## src/common/dmasac_defines.vh

```
`ifndef DMASAC_DEFINES_VH
`define DMASAC_DEFINES_VH
`define DMASAC_AW 18
`define DMASAC_IDX_IRQ_STATUS 16'hff30
`define DMASAC_IDX_IRQ_CLEAR 16'hff31
`define DMASAC_IDX_IRQ_ENABLE 16'hff32
`define DMASAC_IDX_CHA_CTRL 16'hff37
`define DMASAC_IDX_MEM_ADDR 16'hff38
`define DMASAC_IDX_COUNT_HI 16'hff3c
`define DMASAC_IDX_COUNT_LO 16'hff3d
`define DMASAC_IDX_IO_ADDR 16'hff3e
`define DMASAC_IDX_CTRL 16'hff3f
`define DMASAC_CTRL_RESET 8'h00
`define DMASAC_ENABLE_BIT 7
`define DMASAC_SIZE_BIT 6
`define DMASAC_DIR_BIT 5
`define DMASAC_REPEAT_BIT 4
`define DMASAC_IRQEN_BIT 3
`define DMASAC_SEL_MSB 2
`define DMASAC_RX_FULL_SEL 3'h5
`define DMASAC_TOP_BYTE 8'hff
`define DMASAC_IO_PREFIX 16'hffff
`define DMASAC_STEP_BYTE 24'h000001
`define DMASAC_STEP_WORD 24'h000002
`define DMASAC_IRQ_END 0
`define DMASAC_IRQ_DONE 1
`endif

```

## src/rtl/dmasac_channel.v

```verilog
// Local design decision: the APB slave port.
`timescale 1ns/100ps
`include "dmasac_defines.vh"
module dmasac_channel (
    pclk,
    presetn,
    ce,
    psel,
    penable,
    pwrite,
    paddr,
    pwdata,
    prdata,
    pready,
    pslverr,
    activation_req,
    xfer_valid,
    xfer_src_addr,
    xfer_dst_addr,
    xfer_word,
    xfer_done,
    full_address_mode,
    transfer_end_irq,
    irq
);
    // ==========================================================
    // Parameters
    // Three select bits can address at most eight sources.
    parameter N_SOURCES = 8;

    input wire pclk;
    input wire presetn;
    input wire ce;
    input wire psel;
    input wire penable;
    input wire pwrite;
    input wire [`DMASAC_AW-1:0] paddr;
    input wire [31:0] pwdata;
    output reg [31:0] prdata;
    output wire pready;
    output wire pslverr;
    input wire [N_SOURCES-1:0] activation_req;
    output reg xfer_valid;
    output reg [23:0] xfer_src_addr;
    output reg [23:0] xfer_dst_addr;
    output reg xfer_word;
    input wire xfer_done;
    output wire full_address_mode;
    output wire transfer_end_irq;
    output wire irq;

    localparam ST_IDLE = 2'b01;
    localparam ST_BUSY = 2'b10;

    // ==========================================================
    // Register state
    reg [1:0] state;
    reg [7:0] control;
    reg [2:0] cha_select;
    reg [23:0] mem_addr;
    reg [7:0] io_side_address;
    reg [7:0] count_upper_byte;
    reg [7:0] count_lower_byte;
    reg [1:0] irq_status;
    reg [1:0] irq_enable;

    reg [1:0] next_state;
    reg [7:0] next_control;
    reg [23:0] next_mem_addr;
    reg [15:0] next_count;
    reg [1:0] irq_event;
    reg [31:0] next_prdata;

    function is_index;
        input [`DMASAC_AW-1:0] addr;
        input [15:0] idx;
        begin
            is_index = (addr[`DMASAC_AW-1:2] == idx) && (addr[1:0] == 2'b00);
        end
    endfunction

    // ==========================================================
    // Decode
    wire hit_status = is_index(paddr, `DMASAC_IDX_IRQ_STATUS);
    wire hit_clear = is_index(paddr, `DMASAC_IDX_IRQ_CLEAR);
    wire hit_enable = is_index(paddr, `DMASAC_IDX_IRQ_ENABLE);
    wire hit_cha = is_index(paddr, `DMASAC_IDX_CHA_CTRL);
    wire hit_mem = is_index(paddr, `DMASAC_IDX_MEM_ADDR);
    wire hit_chi = is_index(paddr, `DMASAC_IDX_COUNT_HI);
    wire hit_clo = is_index(paddr, `DMASAC_IDX_COUNT_LO);
    wire hit_io = is_index(paddr, `DMASAC_IDX_IO_ADDR);
    wire hit_ctrl = is_index(paddr, `DMASAC_IDX_CTRL);
    wire hit_any = hit_status | hit_clear | hit_enable | hit_cha | hit_mem |
        hit_chi | hit_clo | hit_io | hit_ctrl;
    wire wr = psel & penable & pwrite & ce & hit_any;

    // Every access completes in its first access cycle.
    assign pready = penable;
    assign pslverr = psel & penable & ~hit_any;

    // ==========================================================
    // Mode and source decode
    assign full_address_mode = cha_select[2] & cha_select[1];
    wire en = control[`DMASAC_ENABLE_BIT];
    wire repeat_select_bit = control[`DMASAC_REPEAT_BIT];
    wire end_interrupt_enable = control[`DMASAC_IRQEN_BIT];
    wire repeat_mode = repeat_select_bit & ~end_interrupt_enable;
    wire idle_mode = repeat_select_bit & end_interrupt_enable;
    wire [2:0] src_sel = control[`DMASAC_SEL_MSB:0];
    wire rx_full = (src_sel == `DMASAC_RX_FULL_SEL);
    wire req = activation_req[src_sel];
    wire start = (state == ST_IDLE) & en & req & ~full_address_mode;
    wire finish = (state == ST_BUSY) & xfer_done;
    wire [15:0] count = {count_upper_byte, count_lower_byte};
    wire [23:0] io_addr = {`DMASAC_IO_PREFIX, io_side_address};
    wire [23:0] step = control[`DMASAC_SIZE_BIT] ? `DMASAC_STEP_WORD :
        `DMASAC_STEP_BYTE;

    // ==========================================================
    // Next-state logic for the transfer sequence
    always @* begin
        next_state = state;
        next_control = control;
        next_mem_addr = mem_addr;
        next_count = count;
        irq_event = 2'b00;
        case (state)
            ST_IDLE: begin
                if (start) begin
                    next_state = ST_BUSY;
                end
            end
            ST_BUSY: begin
                if (finish) begin
                    next_state = ST_IDLE;
                    irq_event[`DMASAC_IRQ_DONE] = 1'b1;
                    if (!idle_mode) begin
                        if (control[`DMASAC_DIR_BIT]) begin
                            next_mem_addr = mem_addr - step;
                        end else begin
                            next_mem_addr = mem_addr + step;
                        end
                    end
                    if (repeat_mode) begin
                        if (count_upper_byte == 8'h01) begin
                            next_count = {count_lower_byte,
                                count_lower_byte};
                        end else begin
                            next_count = {count_upper_byte - 8'h01,
                                count_lower_byte};
                        end
                    end else begin
                        next_count = count - 16'h0001;
                        if (count == 16'h0001) begin
                            next_control[`DMASAC_ENABLE_BIT] = 1'b0;
                            if (end_interrupt_enable) begin
                                irq_event[`DMASAC_IRQ_END] = 1'b1;
                            end
                        end
                    end
                end
            end
            default: begin
                next_state = ST_IDLE;
            end
        endcase
    end

    // ==========================================================
    // Transfer sequencer state
    always @(posedge pclk or negedge presetn) begin
        if (!presetn) begin
            state <= ST_IDLE;
        end else if (ce) begin
            state <= next_state;
        end
    end

    // ==========================================================
    // Software registers with a reset value
    always @(posedge pclk or negedge presetn) begin
        if (!presetn) begin
            control <= `DMASAC_CTRL_RESET;
            cha_select <= 3'h0;
            irq_enable <= 2'h0;
        end else if (ce) begin
            // Software writes win over the hardware enable clear.
            if (wr && hit_ctrl) begin
                control <= pwdata[7:0];
            end else begin
                control <= next_control;
            end
            if (wr && hit_cha) begin
                cha_select <= pwdata[2:0];
            end
            if (wr && hit_enable) begin
                irq_enable <= pwdata[1:0];
            end
        end
    end

    // ==========================================================
    // Sticky event flags
    always @(posedge pclk or negedge presetn) begin
        if (!presetn) begin
            irq_status <= 2'h0;
        end else if (ce) begin
            // An event in the clearing cycle wins, so none is lost.
            if (wr && hit_clear) begin
                irq_status <= (irq_status & ~pwdata[1:0]) | irq_event;
            end else begin
                irq_status <= irq_status | irq_event;
            end
        end
    end

    // ==========================================================
    // Transfer request towards the far side
    always @(posedge pclk or negedge presetn) begin
        if (!presetn) begin
            xfer_valid <= 1'b0;
            xfer_src_addr <= 24'h000000;
            xfer_dst_addr <= 24'h000000;
            xfer_word <= 1'b0;
        end else if (ce) begin
            if (start) begin
                xfer_valid <= 1'b1;
                xfer_word <= control[`DMASAC_SIZE_BIT];
                if (rx_full) begin
                    xfer_src_addr <= io_addr;
                    xfer_dst_addr <= mem_addr;
                end else begin
                    xfer_src_addr <= mem_addr;
                    xfer_dst_addr <= io_addr;
                end
            end else if (finish) begin
                xfer_valid <= 1'b0;
            end
        end
    end

    // ==========================================================
    // Read multiplexer
    always @* begin
        next_prdata = 32'h00000000;
        if (hit_status) begin
            next_prdata[1:0] = irq_status;
        end
        if (hit_enable) begin
            next_prdata[1:0] = irq_enable;
        end
        if (hit_cha) begin
            next_prdata[2:0] = cha_select;
        end
        if (hit_mem) begin
            next_prdata = {`DMASAC_TOP_BYTE, mem_addr};
        end
        if (hit_chi) begin
            next_prdata[7:0] = count_upper_byte;
        end
        if (hit_clo) begin
            next_prdata[7:0] = count_lower_byte;
        end
        if (hit_io) begin
            next_prdata[7:0] = io_side_address;
        end
        if (hit_ctrl) begin
            next_prdata[7:0] = control;
        end
    end

    // ==========================================================
    // Read data, captured in the setup cycle
    always @(posedge pclk or negedge presetn) begin
        if (!presetn) begin
            prdata <= 32'h00000000;
        end else if (ce && psel && !penable) begin
            prdata <= next_prdata;
        end
    end

    // ==========================================================
    // Memory-side address
    // No reset here on purpose: the content survives reset.
    always @(posedge pclk) begin
        if (ce) begin
            if (wr && hit_mem) begin
                mem_addr <= pwdata[23:0];
            end else begin
                mem_addr <= next_mem_addr;
            end
        end
    end

    // ==========================================================
    // I/O-side address
    // Only software moves it; a transfer never does.
    always @(posedge pclk) begin
        if (ce && wr && hit_io) begin
            io_side_address <= pwdata[7:0];
        end
    end

    // ==========================================================
    // Transfer count
    // Software must load both bytes before it enables the channel.
    always @(posedge pclk) begin
        if (ce) begin
            if (wr && hit_chi) begin
                count_upper_byte <= pwdata[7:0];
            end else begin
                count_upper_byte <= next_count[15:8];
            end
            if (wr && hit_clo) begin
                count_lower_byte <= pwdata[7:0];
            end else begin
                count_lower_byte <= next_count[7:0];
            end
        end
    end

    // ==========================================================
    // Interrupt outputs
    assign transfer_end_irq = irq_status[`DMASAC_IRQ_END];
    assign irq = |(irq_status & irq_enable);

endmodule // dmasac_channel

```

## config.mk

```make
export PLATFORM = sky130hd
export DESIGN_NAME = dmasac_channel
export DESIGN_NICKNAME = d
export VERILOG_FILES = /design/src/rtl/dmasac_channel.v
export VERILOG_INCLUDE_DIRS = /design/src /design/src/common
export SDC_FILE = /design/constraint.sdc
export NUM_CORES = 1
export LEC_CHECK = 0
export BUFFER_PORTS_ARGS = -buffer_cell sky130_fd_sc_hd__buf_2
export CORE_MARGIN = 2
export CORE_UTILIZATION = 60
export CTS_CLUSTER_DIAMETER = 50
export DETAILED_ROUTE_END_ITERATION = 10
export GPL_TIMING_DRIVEN = 0
export PLACE_DENSITY_LB_ADDON = 0.2
export SLEW_MARGIN = 20
export SYNTH_ARGS = -nofsm -noshare
export SYNTH_HDL_FRONTEND = slang
export SYNTH_SLANG_ARGS = --single-unit
```

## constraint.sdc

```tcl
create_clock -name pclk -period 8.24 [get_ports pclk]
set_input_delay 0 -clock pclk [delete_from_list [all_inputs] [get_ports pclk]]
set_output_delay 0 -clock pclk [all_outputs]
set_load 0.02 [all_outputs]
```

==> summary.txt, run 1 <==
Synth
  • Mapped Cells: 886
  • Yosys warns: 0
  • Ys async rst share: 0.6571
  • Primary FF master, synth: dfrtp_1
  • Synth Register Bits: 140
  • Netlist cell types: 76
  • Seq/Total Area, Yosys: 0.4595
  • Top cell type's share of synthesized area: 0.2794
  • Leading area contributor after synthesis: dfrtp_1
  • Synth Cell Area: 8149 um^2
  • Top post-synthesis cells by count: 130 x nand2_1, 130 x nor2_1, 91 x dfrtp_1, 77 x a21oi_1, 62 x o21ai_0
  • Syn_nets: 979
  • Main area contributors after synthesis: dfrtp_1 28%, edfxtp_1 18%, nand2_1 6.0%
  • Avg Cell Area, Syn: 9.198 um^2
  • EDFF count, synth: 48

Die
  • I/O Pins: 152
  • Die Span Y: 120.5 um
  • Core region area: 13240 um^2
  • Total die area: 14530 um^2
  • Placement Rows: 42
  • Chip Width: 120.5 um
  • Initial Util: 0.6154

STA
  • Fmax: 284.1 MHz
  • Crit path time final: 3.520 ns
  • Hold slack: 0.04370 ns
  • Slew Limit Fails: 0
  • Final hold vios: 0
  • RSZ-0062 raised after global routing: false
  • Worst-Margin Slew: 1.106 ns
  • Setup_tns: 0 ns
  • Final Setup Violations: 0
  • Tcrit/Tclk final: 0.4272
  • Final clock skew: 0.01380 ns
  • Slew Limit Headroom: 0.2559

Critical path
  • FF-to-FF path depth: 8
  • Worst-path cell chain: nor2b_1 > fa_1 > a211oi_1 > o211ai_1 > a2111oi_0 > o31ai_1 > xnor2_1 > a21oi_1
  • Worst Setup SP: control[5]
  • Worst setup SP type: register
  • WP data arrival: 3.68 ns
  • Worst r2r dst: mem_addr[20]
  • Reg-to-reg slack, setup: 4.72 ns
  • CP endpoint: mem_addr[20]
  • Worst path top cell family by delay: compound AO/OA/AOI/OAI gates
  • Critical path type: reg -> reg
  • Setup crit end kind: register
  • Worst Path Required: 8.40 ns
  • CP max stage cell: dfrtp_1
  • Critical Path Stages: 8
  • WP buf/inv: 0
  • Crit Path Max Fanout: 25
  • Critical Path Max Stage Delay: 0.78 ns
  • Critical R2R Launch: control[5]

Pwr
  • Clk pwr share: 0.489
  • Pwr/cell area: 153.1 nW/um^2
  • Pleak: 4.596 nW
  • Sw Ratio: 0.2254
  • P_sw: 0.0003444 W
  • Max IR drop VDD: 0.1280 mV
  • Combinational power share: 0.042
  • Pwr Total: 0.001528 W
  • Power share of the sequential group: 0.469
  • Int Pwr: 0.001184 W

CTS
  • Post-CTS Setup Bufs: 0
  • Clk buf depth: 2
  • Cts bufs inserted: 17
  • Register clock-pin slew on the reported worst setup and hold paths: 0.07 ns
  • Clock sink count: 140
  • Post-CTS sizing: 0
  • Root Buffer Master: clkbuf_16
  • Clk Latency, worst-skew pair: 0.44 ns
  • CTS tree: built
  • CTS H-Tree Depth: 4

Placed design
  • RD Place Congestion: 0.9598
  • Port Buffers: 141
  • Dpl hpwl: 17490 um

Routing
  • Number of vias in the routed layout: 7868
  • First DRT Iteration DRCs: 987
  • WL final: 24800 um
  • Routed Antenna Nets: 0
  • Drt pass-1 iters: 6
  • WL per Instance: 19.64 um
  • Post-route DRC: 0
  • Post-DR vias/cell: 6.230

Finish
  • # nets final: 1167
  • Layout overhead on the synthesized area: 22.46%
  • ANT cells: 0
  • Layout cells sized above 1: 0.2134

Outcome
  • Status: finished clean

Global routing
  • Vias in the first global route: 7307
  • First-pass GRT wire length: 38850 um
  • Total global-route track usage: 0.3511
  • GR Overflow Total: 0
  • Largest net degree at the start of global routing: 50
  • Initial antenna violation count: 0

Run
  • Max-cap violations: 0

Min path
  • Worst min-delay path class: in -> reg
==> placed cells by master, fill, tap and decap left out, drive strengths merged, types with 9 or more instances in the layout <==
cell type	synthesis	final
o21ai	62	62
a21oi	77	77
clkbuf	31	53
inv	16	18
mux4	9	9
mux2	12	12
nor4	9	9
xnor2	15	15
nor2	130	130
ha	27	27
o31ai	10	10
nand3	16	16
buf	27	171
xor2	9	9
a21o	10	10
dlygate4sd3	0	25
edfxtp	48	48
dfrtp	91	91
o211ai	9	9
a31oi	20	20
nor3	18	18
nand2	131	131
==> how the worst min path moves through the flow <==
stage	depth (start not counted)	end	from	slack [ns]
final	3	mem_addr[23]	pwdata[23]	0.04
after global routing	3	mem_addr[23]	pwdata[23]	0.03
after CTS	3	mem_addr[23]	pwdata[23]	0.03
after detailed placement	1	prdata[21]	presetn	-0.05
after global placement	3	mem_addr[10]	pwdata[10]	0.27
after floorplan	0	cha_select[0]	presetn	-0.30
==> power by group through the flow <==
stage | Sequential (W) | Clock [W] | Combinational (W)
after global routing | 0.000717 | 0.000782 | 0.0000691
after floorplan | 0.000730 | 0 | 0.0000184
final | 0.000717 | 0.000747 | 0.0000638
after CTS | 0.000717 | 0.000745 | 0.0000631
after detailed placement | 0.000730 | 0 | 0.0000540
after global placement | 0.000730 | 0 | 0.0000512
==> per-layer routing <==
| layer | up-vias | part of all wire | global-route usage |
|---|---|---|---|
| met5 | - | 0 | 0 |
| met4 | 0 | 0.031 | 0.1243 |
| met3 | 73 | 0.12 | 0.08349 |
| met2 | 541 | 0.44 | 0.5169 |
| met1 | 3684 | 0.41 | 0.5114 |
| li1 | 3570 | - | - |
==> registers in the layout (all words and copies together) (netlist names), 3 cells and up <==
name	flops
count_lower_byte	8
prdata	25
xfer_dst_addr	24
io_side_address	8
mem_addr	24
xfer_src_addr	24
control	8
cha_select	3
count_upper_byte	8
==> cell families (layout without fill, tap and decap cells) <==
group | Yosys count | after routing | synth area share
AND/OR/NAND/NOR | 360 | 360 | 0.2076
AO/OA/AOI/OAI | 234 | 234 | 0.1738
adder cells (fa/ha/maj) | 28 | 28 | 0.04391
buffers and inverters | 74 | 275 | 0.04038
multiplexers | 26 | 26 | 0.04898
flip-flops | 140 | 140 | 0.4595
XOR/XNOR | 24 | 24 | 0.02580
==> through the flow <==
stage	cell area (um^2)	setup WS [ns]	utilization	cells
2_1_floorplan	8149	5.379	-	886
3_3_place_gp	9075	4.174	0.6853	1203
3_5_place_dp	9146	4.760	0.6907	1206
4_1_cts	9980	4.737	0.7536	1263
5_1_grt	9980	4.521	0.7536	1263
6_report	9980	4.720	0.7536	1263
==> final cells by class <==
type	instances	area [um^2]
well taps	176	220.2
repair buffers	169	1010
flip-flops and latches	140	3745
inverters	16	60.06
fillers	954	3263
multi-input cells	672	4093
clock buffers	22	506.7
plain buffers	58	269.0
clock inverters	10	76.32
==> repair_timing <==
action | CTS | global route
hold endpoints to repair | 135 | 0
endpoints found under the setup margin | 0 | 0
hold buffers | 25 | 0
==> worst reg2reg max path: cells and delay by family, from the launching register on <==
kind | cells | cell delay [ns]
adders and majority gates | 1 | 0.45
AOI/OAI and AO/OA | 5 | 1.48
xor gates and xnor gates | 1 | 0.17
and+or+nand+nor | 1 | 0.37
DFF | 1 | 0.78
Note: power is estimated with default switching activity, not from simulation.
==> run 2, diff against run 1 <==
- CORE_UTILIZATION: 60 -> 51
- clock period: 8.24 -> 3.05 ns (I/O delays scaled with it)
==> run 2 against run 1 <==
  * Register-to-register slack worse by 4.5 ns
  * Setup slack worse by 4.5 ns
  * Non-clock buffer count is 6 higher
  * Sequential share of layout area is 0.51 points lower
  * First-iteration DRC count is 24% lower
  * Global-route usage is 6.0 points lower
  * Cell count is 3.6% higher
  * Via count is 3.9% lower
  * Sequential power grew to 2.7 times the previous value
  * Critical path depth stayed put
  * Total power grew to 2.8 times the previous value
  * Clock power grew to 2.8 times the previous value
  * Critical endpoint is now mem_addr[22]
==> summary.txt, run 2 (synthesized netlist as in run 1, its figures left out) <==
CTS
  • Root Buffer Master: clkbuf_16
  • Clk buf depth: 2 (unchanged)
  • Clock sink count: 140 (unchanged)
  • Clk Latency, worst-skew pair: 0.44 ns (about the same)
  • Cts bufs inserted: 17 (unchanged)
  • Register clock-pin slew on the reported worst setup and hold paths: 0.07 ns (about the same)
  • CTS tree: built
  • CTS H-Tree Depth: 4 (unchanged)

Finish
  • Final Cell Area: 10130 um^2 (+1.5%)
  • Layout overhead on the synthesized area: 24.26%
  • Commonest non-fill, non-tap cells in the layout: 151 x buf_2, 130 x nor2_1, 130 x nand2_1
  • Layout cells sized above 1: 0.2232 (+0.009807)
  • Final Instance Count excl. Fillers: 1309 (+3.6%)
  • # nets final: 1173 (+0.51%)
  • Most flops, register: prdata
  • Most common cell after layout, fill and taps aside: buf_2
  • Final core area utilization: 0.6421 (-0.1115)
  • Fillers: 1376 (+44%)
  • Max reg flops: 25 (unchanged)
  • ANT cells: 0 (unchanged)

STA
  • Final hold vios: 0 (unchanged)
  • Worst-Margin Slew: 1.026 ns (-0.07967 ns)
  • Hold slack: 0.00008227 ns (-0.04362 ns)
  • Final clock skew: 0.008601 ns (-0.005197 ns)
  • RSZ-0062 raised after global routing: false
  • Final Setup Violations: 0 (unchanged)
  • Tcrit/Tclk final: 0.9437 (+0.5165)
  • Fmax: 347.4 MHz (+22%)
  • Slew Limit Fails: 0 (unchanged)
  • Slew Limit Headroom: 0.3101 (+0.05422)
  • Crit path time final: 2.878 ns (-0.6419 ns)

Routing
  • WL final: 24700 um (-0.41%)
  • First DRT Iteration DRCs: 752 (-24%)
  • Drt pass-1 iters: 5 (-1)
  • Post-route DRC: 0 (unchanged)
  • WL per Instance: 18.87 um (-3.9%)
  • Routed Antenna Nets: 0 (unchanged)
  • Post-DR vias/cell: 5.777 (-7.3%)
  • Number of vias in the routed layout: 7562 (-3.9%)

Placed design
  • Cell Area, Placed: 9196 um^2 (+0.55%)
  • Port Buffers: 141 (unchanged)
  • Inst Count DP: 1246 (+3.3%)
  • Dpl hpwl: 17960 um (+2.7%)
  • RD Place Congestion: 0.9256 (-3.6%)

Critical path
  • WP data arrival: 3.18 ns (-0.50 ns)
  • Worst r2r dst: mem_addr[22]
  • Reg-to-reg slack, setup: 0.17 ns (-4.55 ns)
  • Critical path type: reg -> reg
  • Crit Path Max Fanout: 7 (-72%)
  • Critical R2R Launch: control[5]
  • Worst Path Required: 3.36 ns (-5.04 ns)
  • Setup crit end kind: register
  • Critical Path Max Stage Delay: 0.50 ns (-0.28 ns)
  • Worst setup SP type: register
  • Worst-path cell chain: buf_4 > ha_1 > a211oi_1 > o221ai_1 > a21o_1 > a2111o_1 > a2111oi_2 > nand3b_1
  • FF-to-FF path depth: 8 (unchanged)
  • CP max stage cell: dfrtp_4

Die
  • Total die area: 17010 um^2 (+17%)
  • Die Span Y: 130.4 um (+8.2%)
  • Core region area: 15770 um^2 (+19%)
  • I/O Pins: 152 (unchanged)
  • Placement Rows: 46 (+9.5%)
  • Chip Width: 130.4 um (+8.2%)
  • Initial Util: 0.5167 (-0.09862)

Outcome
  • Status: finished clean

Pwr
  • Power share of the sequential group: 0.458 (-0.011)
  • Sw Ratio: 0.2460 (+0.02056)
  • Int Pwr: 0.003184 W (+170%)
  • Pleak: 4.639 nW (+0.93%)
  • P_sw: 0.001039 W (+200%)
  • Pwr/cell area: 417.0 nW/um^2 (+170%)
  • Pwr Total: 0.004223 W (+180%)
  • Clk pwr share: 0.501 (+0.012)
  • Combinational power share: 0.040 (-0.002)
  • Max IR drop VDD: 0.4161 mV (+230%)

Global routing
  • Largest net degree at the start of global routing: 62 (+24%)
  • Vias in the first global route: 6719 (-8.0%)
  • Initial antenna violation count: 0 (unchanged)
  • Total global-route track usage: 0.2907 (-0.06048)
  • GR Overflow Total: 0 (unchanged)
  • First-pass GRT wire length: 36980 um (-4.8%)

Min path
  • Worst min-delay path class: in -> async

Run
  • Max-cap violations: 0 (unchanged)
## run 2: how the worst max path moves through the flow
stage	from	to	slack, ns	cells past startpoint
detailed placement	control[5]	mem_addr[20]	-0.73	8
CTS	control[5]	mem_addr[22]	0.04	8
global route	control[5]	mem_addr[23]	0.01	9
global placement	state[1]	mem_addr[18]	-1.00	4
finish	control[5]	mem_addr[22]	0.17	8
floorplan	state[1]	mem_addr[0]	0.19	4
## run 2: worst max-delay path: cells and delay by family (launching register included)
kind                       cells  cell delay (ns)
AOI/OAI and AO/OA              5             1.51
DFF                            1             0.50
adders and majority gates      1             0.39
buffers and inverters          1             0.19
and+or+nand+nor                1             0.15
## run 2: routing by layer
layer / vias to the layer above / GRT usage / routed length (um)
li1: 3580 / - / -
met1: 3600 / 0.4318 / 11120
met2: 339 / 0.4315 / 11010
met3: 43 / 0.05171 / 1977
met4: 0 / 0.1026 / 592
met5: - / 0 / 0
## run 2: layout make-up
type	instances	area, um^2	area share
Multi-Input combinational cell	672	4125	0.4074
Sequential cell	140	3749	0.3702
Timing Repair Buffer	175	1061	0.1048
Clock buffer	17	425.4	0.04201
Tap cell	216	270.3	0.02669
Buffer	58	269.0	0.02657
Clock inverter	15	166.4	0.01643
Inverter	16	60.06	0.005931
## run 2: power by group through the flow
| stage | sequential [W] | clock, W | combinational (W) |
|---|---|---|---|
| floorplan | 0.00197 | 0 | 0.0000498 |
| global placement | 0.00197 | 0 | 0.000137 |
| detailed placement | 0.00197 | 0 | 0.000144 |
| CTS | 0.00194 | 0.00213 | 0.000170 |
| global route | 0.00193 | 0.00221 | 0.000185 |
| finish | 0.00194 | 0.00212 | 0.000169 |
## run 2: through the flow
stage	TNS, ns	worst slack, ns
detailed placement	-1.816	-0.7300
global placement	-25.63	-1.002
CTS	0	0.04339
global route	0	0.01436
finish	0	0.1718
floorplan	0	0.1890
## run 2: what timing repair did
item / in CTS / in global routing
buffers inserted: 1 / 4
pin swaps: 1 / 3
hold endpoints to repair: 134 / 0
setup endpoints to repair: 5 / 3
hold buffers: 26 / 0
gates resized for setup: 5 / 6
==> run 3, diff against run 2 <==
- PLACE_DENSITY: not set -> 0.77
- PLACE_DENSITY_LB_ADDON: 0.2 -> not set
==> run 3 against run 2 <==
  * Via count increased by 1.8%
  * Register-to-register slack got worse by 0.09 ns
  * Critical path depth stayed put
  * Clock skew up 0.0018 ns
  * Sequential cell count unchanged
  * Cell count barely moved
  * Critical path type unchanged
  * Largest power group unchanged
==> summary.txt, run 3 (synthesized netlist as in run 1, its figures left out) <==
Global routing
  • Vias in the first global route: 7028 (+4.6%)
  • Total global-route track usage: 0.2935 (+0.002878)
  • Initial antenna violation count: 1 (+1)
  • Largest net degree at the start of global routing: 74 (+19%)
  • GR Overflow Total: 0 (unchanged)
  • First-pass GRT wire length: 37740 um (+2.0%)

STA
  • Slew Limit Fails: 0 (unchanged)
  • Fmax: 336.7 MHz (-3.1%)
  • Final clock skew: 0.01044 ns (+0.001841 ns)
  • Final hold vios: 0 (unchanged)
  • Tcrit/Tclk final: 0.9736 (+0.02998)
  • Final worst slack: 0.08041 ns (-0.09143 ns)
  • RSZ-0062 raised after global routing: true
  • Slew Limit Headroom: 0.3308 (+0.02065)
  • Worst-Margin Slew: 0.9947 ns (-0.03161 ns)
  • Crit path time final: 2.970 ns (+0.09143 ns)
  • Setup_tns: 0 ns (unchanged)
  • Final Setup Violations: 0 (unchanged)

Routing
  • Routed Antenna Nets: 0 (unchanged)
  • Number of vias in the routed layout: 7697 (+1.8%)
  • WL final: 24650 um (-0.20%)
  • Post-DR vias/cell: 5.885 (+1.9%)
  • Drt pass-1 iters: 7 (+2)
  • Post-route DRC: 0 (unchanged)
  • First DRT Iteration DRCs: 620 (-18%)
  • WL per Instance: 18.85 um (-0.12%)

Critical path
  • WP buf/inv: 0 (-1)
  • Worst-path cell chain: nor2b_1 > fa_1 > a211oi_2 > o211ai_1 > a21o_1 > a2111o_1 > a2111oi_1 > nand3b_1
  • Worst setup SP type: register
  • Critical path type: reg -> reg
  • Setup crit end kind: register
  • Worst path top cell family by delay: compound AO/OA/AOI/OAI gates
  • WP data arrival: 3.27 ns (+0.09 ns)
  • Critical Path Max Stage Delay: 0.58 ns (+0.08 ns)
  • Crit Path Max Fanout: 14 (+7)
  • CP max stage cell: dfrtp_4
  • Worst Path Required: 3.35 ns (about the same)

Finish
  • Fillers: 1351 (-1.8%)
  • Most flops, register: prdata
  • Final Cell Area: 10110 um^2 (-0.17%)
  • ANT cells: 0 (unchanged)
  • Max reg flops: 25 (unchanged)
  • # nets final: 1172 (-0.085%)
  • Commonest non-fill, non-tap cells in the layout: 150 x buf_2, 130 x nor2_1, 130 x nand2_1
  • Most common cell after layout, fill and taps aside: buf_2
  • Layout overhead on the synthesized area: 24.04%
  • Layout cells sized above 1: 0.2189 (-0.004374)

CTS
  • CTS tree: built
  • Clk Latency, worst-skew pair: 0.43 ns (about the same)
  • Register clock-pin slew on the reported worst setup and hold paths: 0.07 ns (about the same)
  • Root Buffer Master: clkbuf_16
  • Clk buf depth: 2 (unchanged)
  • CTS H-Tree Depth: 4 (unchanged)
  • Cts bufs inserted: 17 (unchanged)
  • Clock sink count: 140 (unchanged)

Placed design
  • Cell Area, Placed: 9199 um^2 (about the same)
  • Setup WS pre-CTS: -0.4988 ns (+0.2312 ns)
  • Port Buffers: 141 (unchanged)
  • Dpl hpwl: 17790 um (-0.93%)
  • RD Place Congestion: 0.9363 (+1.2%)

Die
  • Die Span Y: 130.4 um (unchanged)
  • Total die area: 17010 um^2 (unchanged)
  • Initial Util: 0.5167 (unchanged)
  • Placement Rows: 46 (unchanged)
  • Chip Width: 130.4 um (unchanged)
  • I/O Pins: 152 (unchanged)
  • Core region area: 15770 um^2 (unchanged)

Pwr
  • Pwr/cell area: 416.6 nW/um^2 (-0.11%)
  • Pleak: 4.622 nW (-0.36%)
  • Max IR drop VDD: 0.3938 mV (-5.4%)

Run
  • Max-cap violations: 0 (unchanged)

Min path
  • Worst min-delay path class: in -> reg

Outcome
  • Status: finished clean
## run 3: cell type report
class,count,area (um^2),area share
multi-input cells,672,4105,0.4061
inverters,16,60.06,0.005941
repair buffers,174,1059,0.1047
clock inverters,15,171.4,0.01696
flip-flops and latches,140,3749,0.3708
plain buffers,58,269.0,0.02661
well taps,216,270.3,0.02674
clock buffers,17,425.4,0.04208
## run 3: repair_timing
action,in CTS,in global routing
pin swaps,1,0
hold endpoints to repair,131,0
gates resized for setup,4,2
buffers inserted,2,1
hold buffers,27,0
setup endpoints to repair,4,3
cloned,0,0
## run 3: final timing paths
kind | start | to | slack, ns | cells past startpoint
hold reg to reg | prdata[1] | prdata[1] | 0.47 | 2
max in group asynchronous | presetn | xfer_src_addr[13] | 1.68 | 3
setup reg to reg | control[5] | mem_addr[22] | 0.08 | 8
min in group asynchronous | presetn | xfer_dst_addr[16] | 0.14 | 3
setup / recovery | control[5] | mem_addr[22] | 0.08 | 8
hold / removal | paddr[5] | io_side_address[7] | 0.07 | 3
## run 3: stage by stage
| stage | cells | power, W | hold slack (ns) | util |
|---|---|---|---|---|
| finish | 1308 | 0.004211 | 0.07481 | 0.6410 |
| floorplan | 886 | 0.002023 | -0.2956 | - |
| detailed placement | 1246 | 0.002119 | -0.1422 | 0.5833 |
| CTS | 1307 | 0.004219 | 0.06673 | 0.6401 |
| global route | 1308 | 0.004315 | 0.09146 | 0.6410 |
| global placement | 1243 | 0.002111 | 0.2682 | 0.5786 |
## run 3: power breakdown
part / leakage [nW] / total, W / switching (W) / internal, W
Combinational: 2.63 / 0.000174 / 0.0000984 / 0.0000757
Sequential: 1.70 / 0.00194 / 0.0000000286 / 0.00194
Clock: 0.291 / 0.00210 / 0.000931 / 0.00117
## run 3: per-layer routing
layer,vias up,GRT usage,wire length [um]
met3,54,0.06067,2225
met4,2,0.1070,696
li1,3575,-,-
met1,3654,0.4194,10640
met2,412,0.4466,11080
met5,-,0,7
## run 3: worst min-delay path, delay by kind of cell
kind	cells	cell delay, ns
buffers and inverters	1	0.12
and+or+nand+nor	2	0.21
